`src/rpio_pkg.sv`:
```
// Constants, register map and carrier types for the programmable I/O block
package rpio_pkg;
   // Geometry
   localparam int unsigned N_IO = 4;
   localparam int unsigned N_SLOT = 5;
   localparam int unsigned ADR_W = 8;
   // Register byte offsets
   localparam logic [7:0] ADR_IN_MODE = 8'h00;
   localparam logic [7:0] ADR_OUT_MODE = 8'h04;
   localparam logic [7:0] ADR_OUT_HOST = 8'h08;
   localparam logic [7:0] ADR_OUT_SRC = 8'h0C;
   localparam logic [7:0] ADR_IN_LEVEL = 8'h10;
   localparam logic [7:0] ADR_IRQ_STAT = 8'h14;
   localparam logic [7:0] ADR_IRQ_MASK = 8'h18;
   // Slot window 0x20..0x30, judgment window 0x40..0x7F
   localparam logic [2:0] SLOT_PAGE = 3'h1;
   localparam logic [1:0] JUDG_PAGE = 2'h1;
   localparam logic [1:0] JW_NORM = 2'h0;
   localparam logic [1:0] JW_DUR = 2'h1;
   localparam logic [1:0] JW_ERR = 2'h2;
   localparam logic [1:0] JW_DATA = 2'h3;
   // Output function per 2-bit field
   localparam logic [1:0] OM_HOST = 2'h0;
   localparam logic [1:0] OM_STAT = 2'h1;
   localparam logic [1:0] OM_JUDG = 2'h2;
   // Status source codes per 3-bit field
   localparam logic [2:0] SRC_RUN = 3'h0;
   localparam logic [2:0] SRC_ERR = 3'h1;
   localparam logic [2:0] SRC_ACT = 3'h2;
   localparam int unsigned N_SRC = 7;
   // Count compare operators
   localparam logic [1:0] OP_GE = 2'h0;
   localparam logic [1:0] OP_LE = 2'h1;
   localparam logic [1:0] OP_EQ = 2'h2;
   // Judgment config fields
   localparam int unsigned JB_EN = 0;
   localparam int unsigned JB_DATA = 1;
   localparam int unsigned JB_OP = 2;
   localparam int unsigned JB_VAL = 16;
   localparam int unsigned JB_CODE = 8;
   // Interrupt status bits: slot launches then judgment fire
   localparam int unsigned IRQ_W = 6;
   localparam int unsigned IB_JUDG = 5;
   // Reset values
   localparam logic [4:0] PEND_RST = 5'h01;
   localparam logic [31:0] ZERO32 = 32'h0000_0000;
   // Duration unit is one millisecond
   localparam int unsigned CLK_NS = 10;
   localparam int unsigned TICK_NS = 1000000;
   localparam int unsigned TICK_CYC = (TICK_NS + CLK_NS - 1) / CLK_NS;

   // Completed communication response
   typedef struct packed {
      logic valid;
      logic ok;
      logic [15:0] tag_count;
      logic [31:0] tag_data;
      logic [7:0] err_code;
   } rpio_resp_t;

   // Command launched toward the command processor
   typedef struct packed {
      logic valid;
      logic [2:0] slot;
      logic [31:0] word;
   } rpio_cmd_t;
endpackage

```
`src/rpio_core.sv`:
```
// Programmable digital I/O and self-operation logic with Wishbone registers
//
// The register addresses and register access over Wishbone were left to the implementer.
`timescale 1ns/1ps
`default_nettype none
module rpio_core #(
   parameter int unsigned TICK_CYCLES = rpio_pkg::TICK_CYC
) (
   input wire logic clk_sys,
   input wire logic reset,
   input wire logic ce,
   input wire logic wb_cyc_i,
   input wire logic wb_stb_i,
   input wire logic wb_we_i,
   input wire logic [rpio_pkg::ADR_W-1:0] wb_adr_i,
   input wire logic [3:0] wb_sel_i,
   input wire logic [31:0] wb_dat_i,
   output logic [31:0] wb_dat_o,
   output logic wb_ack_o,
   output logic irq,
   input wire logic [rpio_pkg::N_IO-1:0] din,
   output logic [rpio_pkg::N_IO-1:0] dout,
   input wire logic run_state,
   input wire logic fault_stop,
   input wire logic [rpio_pkg::N_IO-1:0] antenna_select_indicators,
   input wire logic net_connect,
   input wire rpio_pkg::rpio_resp_t resp,
   input wire logic cmd_ready,
   output rpio_pkg::rpio_cmd_t launch
);
   localparam int unsigned N = rpio_pkg::N_IO;

   // Byte-lane merge for register writes
   function automatic logic [31:0] lane_merge(input logic [31:0] old, input logic [31:0] nw,
                                              input logic [3:0] sel);
      logic [31:0] r;
      r = old;
      for (int b = 0; b < 4; b++) begin
         if (sel[b]) r[b*8 +: 8] = nw[b*8 +: 8];
      end
      return r;
   endfunction

   // Register state
   logic [N-1:0] in_mode_ff;
   logic [2*N-1:0] out_mode_ff;
   logic [N-1:0] out_host_ff;
   logic [3*N-1:0] out_src_ff;
   logic [rpio_pkg::IRQ_W-1:0] stat_ff;
   logic [rpio_pkg::IRQ_W-1:0] mask_ff;
   logic [31:0] slot_mem [rpio_pkg::N_SLOT];
   logic [31:0] jn_cfg_ff [N];
   logic [31:0] jdur_ff [N];
   logic [31:0] je_cfg_ff [N];
   logic [31:0] jdata_ff [N];
   logic [15:0] jn_cnt_ff [N];
   logic [15:0] je_cnt_ff [N];
   logic ack_ff;
   logic [31:0] dat_ff;
   logic irq_ff;
   logic [N-1:0] dout_ff;
   rpio_pkg::rpio_cmd_t launch_ff;
   logic [rpio_pkg::N_SLOT-1:0] pend_ff;
   logic [N-1:0] sync1_ff;
   logic [N-1:0] sync2_ff;
   logic [N-1:0] sync3_ff;
   logic [31:0] tick_cnt_ff;

   // Bus decode; one write per request since ack drops the strobe window
   wire bus_req = wb_cyc_i && wb_stb_i && !ack_ff;
   wire wr = bus_req && wb_we_i;
   wire [31:0] wdat_in_mode = lane_merge({28'h0, in_mode_ff}, wb_dat_i, wb_sel_i);
   wire [31:0] wdat_out_mode = lane_merge({24'h0, out_mode_ff}, wb_dat_i, wb_sel_i);
   wire [31:0] wdat_out_host = lane_merge({28'h0, out_host_ff}, wb_dat_i, wb_sel_i);
   wire [31:0] wdat_out_src = lane_merge({20'h0, out_src_ff}, wb_dat_i, wb_sel_i);
   wire [31:0] wdat_mask = lane_merge({26'h0, mask_ff}, wb_dat_i, wb_sel_i);
   localparam logic [31:0] ZERO_W = rpio_pkg::ZERO32;
   // Write-one-clear merges onto zero, so only written ones clear
   wire [31:0] wdat_w1c = lane_merge(ZERO_W, wb_dat_i, wb_sel_i);
   wire hit_in_mode = wb_adr_i == rpio_pkg::ADR_IN_MODE;
   wire hit_out_mode = wb_adr_i == rpio_pkg::ADR_OUT_MODE;
   wire hit_out_host = wb_adr_i == rpio_pkg::ADR_OUT_HOST;
   wire hit_out_src = wb_adr_i == rpio_pkg::ADR_OUT_SRC;
   wire hit_level = wb_adr_i == rpio_pkg::ADR_IN_LEVEL;
   wire hit_stat = wb_adr_i == rpio_pkg::ADR_IRQ_STAT;
   wire hit_mask = wb_adr_i == rpio_pkg::ADR_IRQ_MASK;
   wire [2:0] slot_idx = wb_adr_i[4:2];
   wire hit_slot = (wb_adr_i[7:5] == rpio_pkg::SLOT_PAGE) && (slot_idx < 3'(rpio_pkg::N_SLOT));
   wire hit_judg = wb_adr_i[7:6] == rpio_pkg::JUDG_PAGE;
   wire [1:0] j_out = wb_adr_i[5:4];
   wire [1:0] j_word = wb_adr_i[3:2];

   // Level query shows only inputs set to level mode
   wire [N-1:0] level_rd = sync2_ff & ~in_mode_ff;

   // Judgment window read select
   wire [31:0] judg_rd = (j_word == rpio_pkg::JW_NORM) ? jn_cfg_ff[j_out] :
                         (j_word == rpio_pkg::JW_DUR) ? jdur_ff[j_out] :
                         (j_word == rpio_pkg::JW_ERR) ? je_cfg_ff[j_out] : jdata_ff[j_out];

   // Read mux; unmapped addresses answer zero
   wire [31:0] rd_mux = hit_in_mode ? {28'h0, in_mode_ff} :
                        hit_out_mode ? {24'h0, out_mode_ff} :
                        hit_out_host ? {28'h0, out_host_ff} :
                        hit_out_src ? {20'h0, out_src_ff} :
                        hit_level ? {28'h0, level_rd} :
                        hit_stat ? {26'h0, stat_ff} :
                        hit_mask ? {26'h0, mask_ff} :
                        hit_slot ? slot_mem[slot_idx] :
                        hit_judg ? judg_rd : ZERO_W;

   // Bus answer: ack one cycle after the request, data registered with it
   always_ff @(posedge clk_sys) begin
      if (reset) begin
         ack_ff <= 1'b0;
         dat_ff <= ZERO_W;
      end else if (ce) begin
         ack_ff <= bus_req;
         dat_ff <= bus_req ? rd_mux : dat_ff;
      end
   end

   // Control registers
   always_ff @(posedge clk_sys) begin
      if (reset) begin
         in_mode_ff <= '0;
         out_mode_ff <= '0;
         out_host_ff <= '0;
         out_src_ff <= '0;
         mask_ff <= '0;
      end else if (ce && wr) begin
         if (hit_in_mode) in_mode_ff <= wdat_in_mode[N-1:0];
         if (hit_out_mode) out_mode_ff <= wdat_out_mode[2*N-1:0];
         if (hit_out_host) out_host_ff <= wdat_out_host[N-1:0];
         if (hit_out_src) out_src_ff <= wdat_out_src[3*N-1:0];
         if (hit_mask) mask_ff <= wdat_mask[rpio_pkg::IRQ_W-1:0];
      end
   end

   // Command slots; contents are opaque here, the processor interprets them
   always_ff @(posedge clk_sys) begin
      if (ce && wr && hit_slot) begin
         slot_mem[slot_idx] <= lane_merge(slot_mem[slot_idx], wb_dat_i, wb_sel_i);
      end
   end

   // Input synchroniser; stage one feeds only stage two
   always_ff @(posedge clk_sys) begin
      if (reset) begin
         sync1_ff <= '0;
         sync2_ff <= '0;
         sync3_ff <= '0;
      end else if (ce) begin
         sync1_ff <= din;
         sync2_ff <= sync1_ff;
         sync3_ff <= sync2_ff;
      end
   end

   // Rising edges on trigger-mode inputs only
   wire [N-1:0] trig_edge = sync2_ff & ~sync3_ff & in_mode_ff;
   // Level-mode edges, watched only to show that they launch nothing
   wire [N-1:0] lvl_edge = sync2_ff & ~sync3_ff & ~in_mode_ff;

   // Launch requests: slot 0 startup, slots 1..4 inputs
   wire [rpio_pkg::N_SLOT-1:0] pend_set = {trig_edge, net_connect};
   wire [rpio_pkg::N_SLOT-1:0] pend_pick = (launch_ff.valid || pend_ff == '0) ? '0 :
                                           (pend_ff & (~pend_ff + 5'h01));
   wire [2:0] pick_idx = pend_pick[0] ? 3'h0 : pend_pick[1] ? 3'h1 : pend_pick[2] ? 3'h2 :
                         pend_pick[3] ? 3'h3 : 3'h4;
   // Set wins over the clear of a picked slot
   wire [rpio_pkg::N_SLOT-1:0] nxt_pend = (pend_ff & ~pend_pick) | pend_set;

   // Launch handshake; held until the command processor accepts it
   always_ff @(posedge clk_sys) begin
      if (reset) begin
         pend_ff <= rpio_pkg::PEND_RST;
         launch_ff <= '0;
      end else if (ce) begin
         pend_ff <= nxt_pend;
         if (launch_ff.valid && cmd_ready) begin
            launch_ff.valid <= 1'b0;
         end else if (pend_pick != '0) begin
            launch_ff.valid <= 1'b1;
            launch_ff.slot <= pick_idx;
            launch_ff.word <= slot_mem[pick_idx];
         end
      end
   end

   // Duration tick counter; free-running, so a pulse may come up to one
   // tick short, traded for one shared counter instead of one per output
   wire tick = tick_cnt_ff == TICK_CYCLES - 1;
   always_ff @(posedge clk_sys) begin
      if (reset) begin
         tick_cnt_ff <= ZERO_W;
      end else if (ce) begin
         tick_cnt_ff <= tick ? ZERO_W : tick_cnt_ff + 32'h0000_0001;
      end
   end

   // Status sources: run, fault, activity, antennas 1..4
   wire [rpio_pkg::N_SRC-1:0] src_vec = {antenna_select_indicators,
                                         |antenna_select_indicators,
                                         fault_stop, run_state};

   // Per-output judgment and output drive
   logic [N-1:0] jn_fire;
   logic [N-1:0] je_fire;
   genvar gi;
   generate
      for (gi = 0; gi < N; gi++) begin : g_out
         wire [1:0] op = jn_cfg_ff[gi][rpio_pkg::JB_OP +: 2];
         wire [15:0] num = jn_cfg_ff[gi][rpio_pkg::JB_VAL +: 16];
         wire [15:0] cnt = resp.tag_count;
         // Count and data comparisons
         wire cnt_ok = (op == rpio_pkg::OP_GE) ? (cnt >= num) :
                       (op == rpio_pkg::OP_LE) ? (cnt <= num) :
                       (op == rpio_pkg::OP_EQ) ? (cnt == num) : (cnt != num);
         wire dat_ok = op[0] ? (resp.tag_data != jdata_ff[gi]) :
                               (resp.tag_data == jdata_ff[gi]);
         wire cond = jn_cfg_ff[gi][rpio_pkg::JB_DATA] ? dat_ok : cnt_ok;
         wire [2:0] sel = out_src_ff[3*gi +: 3];
         wire src_bit = (sel < 3'(rpio_pkg::N_SRC)) ? src_vec[sel] : 1'b0;
         wire [1:0] mode = out_mode_ff[2*gi +: 2];
         wire judg_on = (jn_cnt_ff[gi] != 16'h0000) || (je_cnt_ff[gi] != 16'h0000);
         wire nxt_dout = (mode == rpio_pkg::OM_HOST) ? out_host_ff[gi] :
                         (mode == rpio_pkg::OM_STAT) ? src_bit :
                         (mode == rpio_pkg::OM_JUDG) ? judg_on : 1'b0;
         // Normal fires only on success, error only on a matching failure
         assign jn_fire[gi] = resp.valid && resp.ok && jn_cfg_ff[gi][rpio_pkg::JB_EN] && cond;
         assign je_fire[gi] = resp.valid && !resp.ok && je_cfg_ff[gi][rpio_pkg::JB_EN] &&
                              (resp.err_code == je_cfg_ff[gi][rpio_pkg::JB_CODE +: 8]);

         // Judgment config and duration timers; a new fire restarts the time
         always_ff @(posedge clk_sys) begin
            if (reset) begin
               jn_cfg_ff[gi] <= ZERO_W;
               jdur_ff[gi] <= ZERO_W;
               je_cfg_ff[gi] <= ZERO_W;
               jdata_ff[gi] <= ZERO_W;
               jn_cnt_ff[gi] <= 16'h0000;
               je_cnt_ff[gi] <= 16'h0000;
               dout_ff[gi] <= 1'b0;
            end else if (ce) begin
               if (wr && hit_judg && j_out == 2'(gi)) begin
                  case (j_word)
                     rpio_pkg::JW_NORM:
                        jn_cfg_ff[gi] <= lane_merge(jn_cfg_ff[gi], wb_dat_i, wb_sel_i);
                     rpio_pkg::JW_DUR: jdur_ff[gi] <= lane_merge(jdur_ff[gi], wb_dat_i, wb_sel_i);
                     rpio_pkg::JW_ERR:
                        je_cfg_ff[gi] <= lane_merge(je_cfg_ff[gi], wb_dat_i, wb_sel_i);
                     default: jdata_ff[gi] <= lane_merge(jdata_ff[gi], wb_dat_i, wb_sel_i);
                  endcase
               end
               if (jn_fire[gi]) jn_cnt_ff[gi] <= jdur_ff[gi][15:0];
               else if (tick && jn_cnt_ff[gi] != 16'h0000)
                  jn_cnt_ff[gi] <= jn_cnt_ff[gi] - 16'h0001;
               if (je_fire[gi]) je_cnt_ff[gi] <= jdur_ff[gi][31:16];
               else if (tick && je_cnt_ff[gi] != 16'h0000)
                  je_cnt_ff[gi] <= je_cnt_ff[gi] - 16'h0001;
               dout_ff[gi] <= nxt_dout;
            end
         end
      end
   endgenerate

   // Sticky status: launches and judgments set, write-one clears, set wins
   wire [rpio_pkg::IRQ_W-1:0] stat_set = {(|jn_fire) || (|je_fire),
                                          launch_ff.valid && cmd_ready ? 5'(5'h01 << launch_ff.slot)
                                                                       : 5'h00};
   wire [rpio_pkg::IRQ_W-1:0] stat_clr = (wr && hit_stat) ? wdat_w1c[rpio_pkg::IRQ_W-1:0] : '0;
   always_ff @(posedge clk_sys) begin
      if (reset) begin
         stat_ff <= '0;
         irq_ff <= 1'b0;
      end else if (ce) begin
         stat_ff <= (stat_ff & ~stat_clr) | stat_set;
         irq_ff <= |(stat_ff & mask_ff);
      end
   end

   // Outputs straight from flip-flops
   assign wb_ack_o = ack_ff;
   assign wb_dat_o = dat_ff;
   assign irq = irq_ff;
   assign dout = dout_ff;
   assign launch = launch_ff;
endmodule // rpio_core
`default_nettype wire

```
`config.mk`:
```
export PLATFORM = sky130hd
export DESIGN_NAME = rpio_core
export DESIGN_NICKNAME = d
export VERILOG_FILES = /design/src/rpio_pkg.sv /design/src/rpio_core.sv
export SDC_FILE = /design/constraint.sdc
export NUM_CORES = 2
export LEC_CHECK = 0
export ABC_CLOCK_PERIOD_IN_PS = 6450
export BUFFER_PORTS_ARGS = -buffer_cell sky130_fd_sc_hd__buf_4
export CELL_PAD_IN_SITES_DETAIL_PLACEMENT = 0
export CELL_PAD_IN_SITES_GLOBAL_PLACEMENT = 1
export CORE_MARGIN = 2
export CORE_UTILIZATION = 50
export CTS_CLUSTER_DIAMETER = 50
export DETAILED_ROUTE_END_ITERATION = 8
export GPL_TIMING_DRIVEN = 1
export HOLD_SLACK_MARGIN = 0.02
export PLACE_DENSITY = 0.89
export SYNTH_ARGS = -nofsm -noshare
export SYNTH_HDL_FRONTEND = slang
export SYNTH_SLANG_ARGS = --single-unit
```
`constraint.sdc`:
```
create_clock -name clk_sys -period 6.45 [get_ports clk_sys]
set_clock_uncertainty 0.15 [all_clocks]
set_input_delay 0.9675 -clock clk_sys [delete_from_list [all_inputs] [get_ports clk_sys]]
set_output_delay 0.9675 -clock clk_sys [all_outputs]
set_load 0.01 [all_outputs]
```
======== Yosys cells after proc, flatten, opt, wreduce, memory -nomap -nowiden ========
Memories as Yosys holds them, arrays and structs flattened.
Index checks and enable logic that the tools add are counted.
storage, ports and cells
  flip-flop bits (word level) ............. 163
  bits in latches ......................... 0
  memory bits (writable) .................. 800
  ROM bits ................................ 0
  bits of input ports ..................... 120
  output and inout bits ................... 74
  word-level logic and storage cells ...... 808
  memories ................................ 7
memory list
  name         words  bits a word  rd ports  clocked after Yosys merged registers in  wr ports  line             text
  slot_mem     5      32           2         0                                        1         rpio_core.sv:51  logic [31:0] slot_mem [rpio_pkg::N_SLOT];
  jdata_ff     4      32           5         0                                        4         rpio_core.sv:55  logic [31:0] jdata_ff [N];
  jdur_ff      4      32           5         0                                        4         rpio_core.sv:53  logic [31:0] jdur_ff [N];
  je_cfg_ff    4      32           5         0                                        4         rpio_core.sv:54  logic [31:0] je_cfg_ff [N];
  jn_cfg_ff    4      32           5         0                                        4         rpio_core.sv:52  logic [31:0] jn_cfg_ff [N];
  je_cnt_ff    4      16           4         0                                        4         rpio_core.sv:57  logic [15:0] je_cnt_ff [N];
  +1 memories  --     --           --        --                                       --        --
operators by class
  $add $sub $neg .......................... 10
  $mul .................................... 0
  div/mod/pow operators ................... 0
  order comparisons ....................... 17
  equality and inequality tests ........... 50
  shifts and indexed selects .............. 1
  mux-type cells .......................... 571
  bitwise logic cells ..................... 47
  reduce and logical (&&, ||, !) cells .... 83
operators by type and width
  operator               count
  $mux 8                 328
  $mux 32                29
  $mux 16                16
  $mux 1                 185
  $eq 32x32->1           4
  $ne 32x32->1           4
  $reduce_bool 16->1     8
  $sub 16x1->16 const B  8
  $eq 16x16->1           4
  $ge 16x16->1           4
  $le 16x16->1           4
  $ne 16x16->1           4
  $logic_and 1x1->1      39
  $mux 36                1
  $add 32x1->32 const B  1
  $eq 32x17->1 const B   1
  $eq 8x8->1             4
  $or 1x1->1             32
  $eq 8x5->1 const B     3
  $eq 2x1->1 const B     11
  $eq 2x2->1 const B     11
  $reduce_and 3->1       7
  $logic_not 2->1        10
  $eq 8x4->1 const B     2
  other kinds (29)       59

======== Longest topological paths before layout ========
  depth in word-level cells ............... 13
  mapped depth ............................ 12
  depth with buffers taken out ............ 10

======== Worst setup path after synthesis ========
Ideal clock, no wire load.
  path type ............................... input port to flip-flop
  from .................................... input wb_adr_i[5] in the netlist's numbering
  to ...................................... memory slot_mem[1][0], enable pin
  library setup time ...................... 0.502 ns
  arrival time ............................ 5.031 ns
  data required time ...................... 5.798 ns
  path slack .............................. 0.767 ns
  stages on the path ...................... 5
  path buffers ............................ 3
  path through ............................ buf_2 > buf_1 > buf_2 > nand3_1 > nor4_1
between the ends
  word-level cells in the longest chain between the ends .. 5
ends and longest elaborated chain
  item                          line              text
  start: declaration            rpio_core.sv:15   input wire logic [rpio_pkg::ADR_W-1:0] wb_adr_i,
  $eq 3x1->1                    rpio_core.sv:88   wire hit_slot = (wb_adr_i[7:5] == rpio_pkg::SLOT_PAGE) && (slot_idx < 3'(rpio_pkg::N_SLOT));
  $logic_and 1x1->1             rpio_core.sv:88
  $logic_and 1x1->1             rpio_core.sv:142  if (ce && wr && hit_slot) begin
  $mux 1                        rpio_core.sv:142
  $mux 1 (implied by the code)  rpio_core.sv:143  slot_mem[slot_idx] <= lane_merge(slot_mem[slot_idx], wb_dat_i, wb_sel_i);
  end: declaration              rpio_core.sv:51
Every way passes these cells.

==> run_results.csv <==
group,metric,value,unit
power,p_per_area,257.6,mW/mm²
synth,synth_edf_count,800,
final_layout,postLayoutCellArea,0.05578,mm²
global_route,use_met2,45.99,%
worst_setup_path,crit_type,"reg2reg",
synth,synth_commonest_cells,"800 x edfxtp_1, 525 x nand2_1, 513 x and2_1",
placed_design,io_buffers,193,
floorplan,ioPinCount,194,
power,p_leak,20.02,nW
synth,syn_area_per_cell,12.08,µm²
final_layout,finalNetCount,4412,
clock_tree,post_cts_buffers,0,
clock_tree,cts_max_path_buffers,3,
power,sequentialPowerShare,48.6,%
drt,vias_per_cell,6.213,
timing,worst_slew_pin_slew,1254,ps
worst_setup_path,cp.arrival,4460,ps
global_route,use_met3,7.148,%
clock_tree,cts_tree,"built",
drt,wl,151.9,mm
synth,synth_top_cell_by_area,"edfxtp_1",
drt,drc_errors,0,
drt,drt-initial-drc-count,4928,
synth,syn_inst,4099,
synth,syn_area,0.04950,mm²
timing,whs,302.9,ps
power,p_sw,3.533,mW
final_layout,areaGrowthSynthToFinish,12.69,%
floorplan,fp.coreArea,0.09828,mm²
global_route,grt_usage,29.53,%
timing,fin_crit,4230,ps
clock_tree,clock-root-buffer,"clkbuf_16",
power,power.internal,10.84,mW
power,p_clk_share,43.1,%
clock_tree,clkSinkCount,963,
drt,wl_per_cell,27.15,µm
run_status,status,"finished, final reports clean",
worst_setup_path,start_kind,"flip-flop",
global_route,antenna_found_initial,18,
timing,finalMaxSlewViolations,0,
timing,max_freq,0.2364,GHz
floorplan,std_cell_rows,115,
timing,finalHoldViolations,0,
timing,relSlewSlack,16.08,%
power,sw_frac_of_total,24.58,%
clock_tree,hold_buffers,0,
floorplan,die_w,318.6,µm
drt,ant_nets,0,
final_layout,stdcell_count,5595,
placed_design,gp_congestion,0.9665,
clock_tree,htree_levels,3,
hold_path,hold_path.class,"reg2reg",
floorplan,chipHeight,318.6,µm
global_route,grt_pass1_vias,33373,
placed_design,hpwl,106.8,mm
floorplan,initial_core_util,50.37,%
global_route,grt_overflow,0,
run,drv_cap,0,
drt,vias,34763,
synth,syn_nets,4300,
global_route,grt.busiest_layer,"met2",
timing,layout_setup_ws,2220,ps
synth,yosysTopAreaCellShare,48.53,%
final_layout,final_util,56.76,%
global_route,grt_max_degree,89,
clock_tree,cts_resized,0,
synth,synth.yosys.seq_area_share,55.12,%
synth,ys.flop_type,"edfxtp_1",
synth,ys_top_cells_by_area,"edfxtp_1 49%, mux4_2 8.9%, dfxtp_1 6.6%, and2_1 6.5%, nand2_1 4.0%",
clock_tree,clkTransAtPathRegs,60,ps
drt,dr.pass1.iters,8,
synth,synth-seq-cells,963,
worst_setup_path,worstPathMaxFanout,17,
timing,finalCritPeriodShare,65.58,%
global_route,grt_use_met1,39.89,%
placed_design,pre_cts_ws,1636,ps
power,power_frac_comb,8.3,%
synth,yosys_warnings,0,
worst_setup_path,critPathCaptureType,"flip-flop",
clock_tree,clkLatencyLatePin,720,ps
timing,setup_violations,0,
power,ir_worst_vdd,0.2209,mV
power,power,14.37,mW
synth,ys_types,78,
timing,rsz0062_at_grt,"false",
floorplan,die_area,0.1015,mm²
worst_setup_path,critical_path_required,6680,ps
global_route,grt_pass1_wl,222.2,mm
placed_design,placed_area,0.05219,mm²
final_layout,drive_gt1_share,17.33,%
synth,async_reset_ff_share,0,%
timing,fin_tns_setup,0,ps
synth,synth.most_common_cell,"edfxtp_1",
placed_design,dpl.cell_count,5388,
clock_tree,cts_made_buffers,108,
path summary, 6_finish.rpt:
path | startpoint | slack [ps] | to | depth (start not counted)
hold / removal | wb_dat_o[25] | 300 | wb_dat_o[25] | 2
setup reg to reg | jn_cfg_ff[0][25] | 2220 | jn_cnt_ff[0][10] | 11
hold reg to reg | wb_dat_o[25] | 300 | wb_dat_o[25] | 2
setup / recovery | jn_cfg_ff[0][25] | 2220 | jn_cnt_ff[0][10] | 11
metal layers:
layer	vias up	part of all wire [%]
met1	17133	38
li1	15216	-
met2	2056	46
met3	342	12
met5	-	0.061
met4	16	4.5
power groups by stage:
stage	registers, mW	logic (mW)	clock network [mW]
CTS	6.98	1.18	6.22
floorplan	7.08	0.669	0
detailed placement	7.11	1.17	0
finish	6.99	1.20	6.19
global route	7.00	1.26	6.45
global placement	7.11	1.16	0
critical path: stages, from the launching register on:
cell,delay (ps)
edfxtp_1,450
inv_1,140
ha_1,250
nand4_1,200
nor2_1,70
a221o_1,290
nor3_1,600
mux2_2,440
o311ai_4,550
nand3_4,300
o211ai_1,170
buf_4,270
area by class of cell:
class                   count  area, µm²
diodes                      4      10.01
well taps                1287       1610
clock buffers             133       2879
multi-input cells        2780      20920
fillers                  7887      42490
clock inverters            70      708.2
repair buffers            264       2018
inverters                  94      352.8
flip-flops and latches    963      27290
layout by cell type (no fill, tap or decap), types with 18 or more instances in the layout:
| master | count |
|---|---|
| a21oi_1 | 127 |
| a22o_1 | 22 |
| a31oi_1 | 22 |
| a32oi_1 | 18 |
| and2_1 | 513 |
| and3_1 | 18 |
| buf_4 | 260 |
| clkbuf_1 | 19 |
| clkbuf_16 | 110 |
| dfxtp_1 | 163 |
| edfxtp_1 | 800 |
| ha_1 | 81 |
| inv_1 | 93 |
| mux2_2 | 67 |
| mux2i_1 | 66 |
| mux4_2 | 196 |
| nand2_1 | 525 |
| nand3_1 | 73 |
| nand4_1 | 52 |
| nor2_1 | 199 |
| nor3_1 | 44 |
| nor4_1 | 63 |
| o211ai_1 | 29 |
| o21ai_0 | 105 |
| o2bb2ai_1 | 45 |
| xnor2_1 | 164 |
| xor2_1 | 135 |
logic make-up (layout without fill, tap and decap cells):
logic type,count (synthesis),after routing,share of synthesized area [%]
simple gates,1611,1611,16.71
flops,963,963,55.12
compound gates,459,459,6.155
buf+inv,356,561,2.881
mux,330,330,11.80
xor+xnor,299,299,5.290
fa+ha+maj,81,81,2.047
other cells,0,4,0
state kept, by name, summed over array words and instances, names as in the netlist, 12 cells and up:
signal and count:
jdata_ff 128, jdur_ff 128, je_cfg_ff 128, je_cnt_ff 64, jn_cfg_ff 128, jn_cnt_ff 64
launch 36, out_src_ff 12, slot_mem 160, tick_cnt_ff 32, wb_dat_o 32
Note: power is estimated with default switching activity, not from simulation.
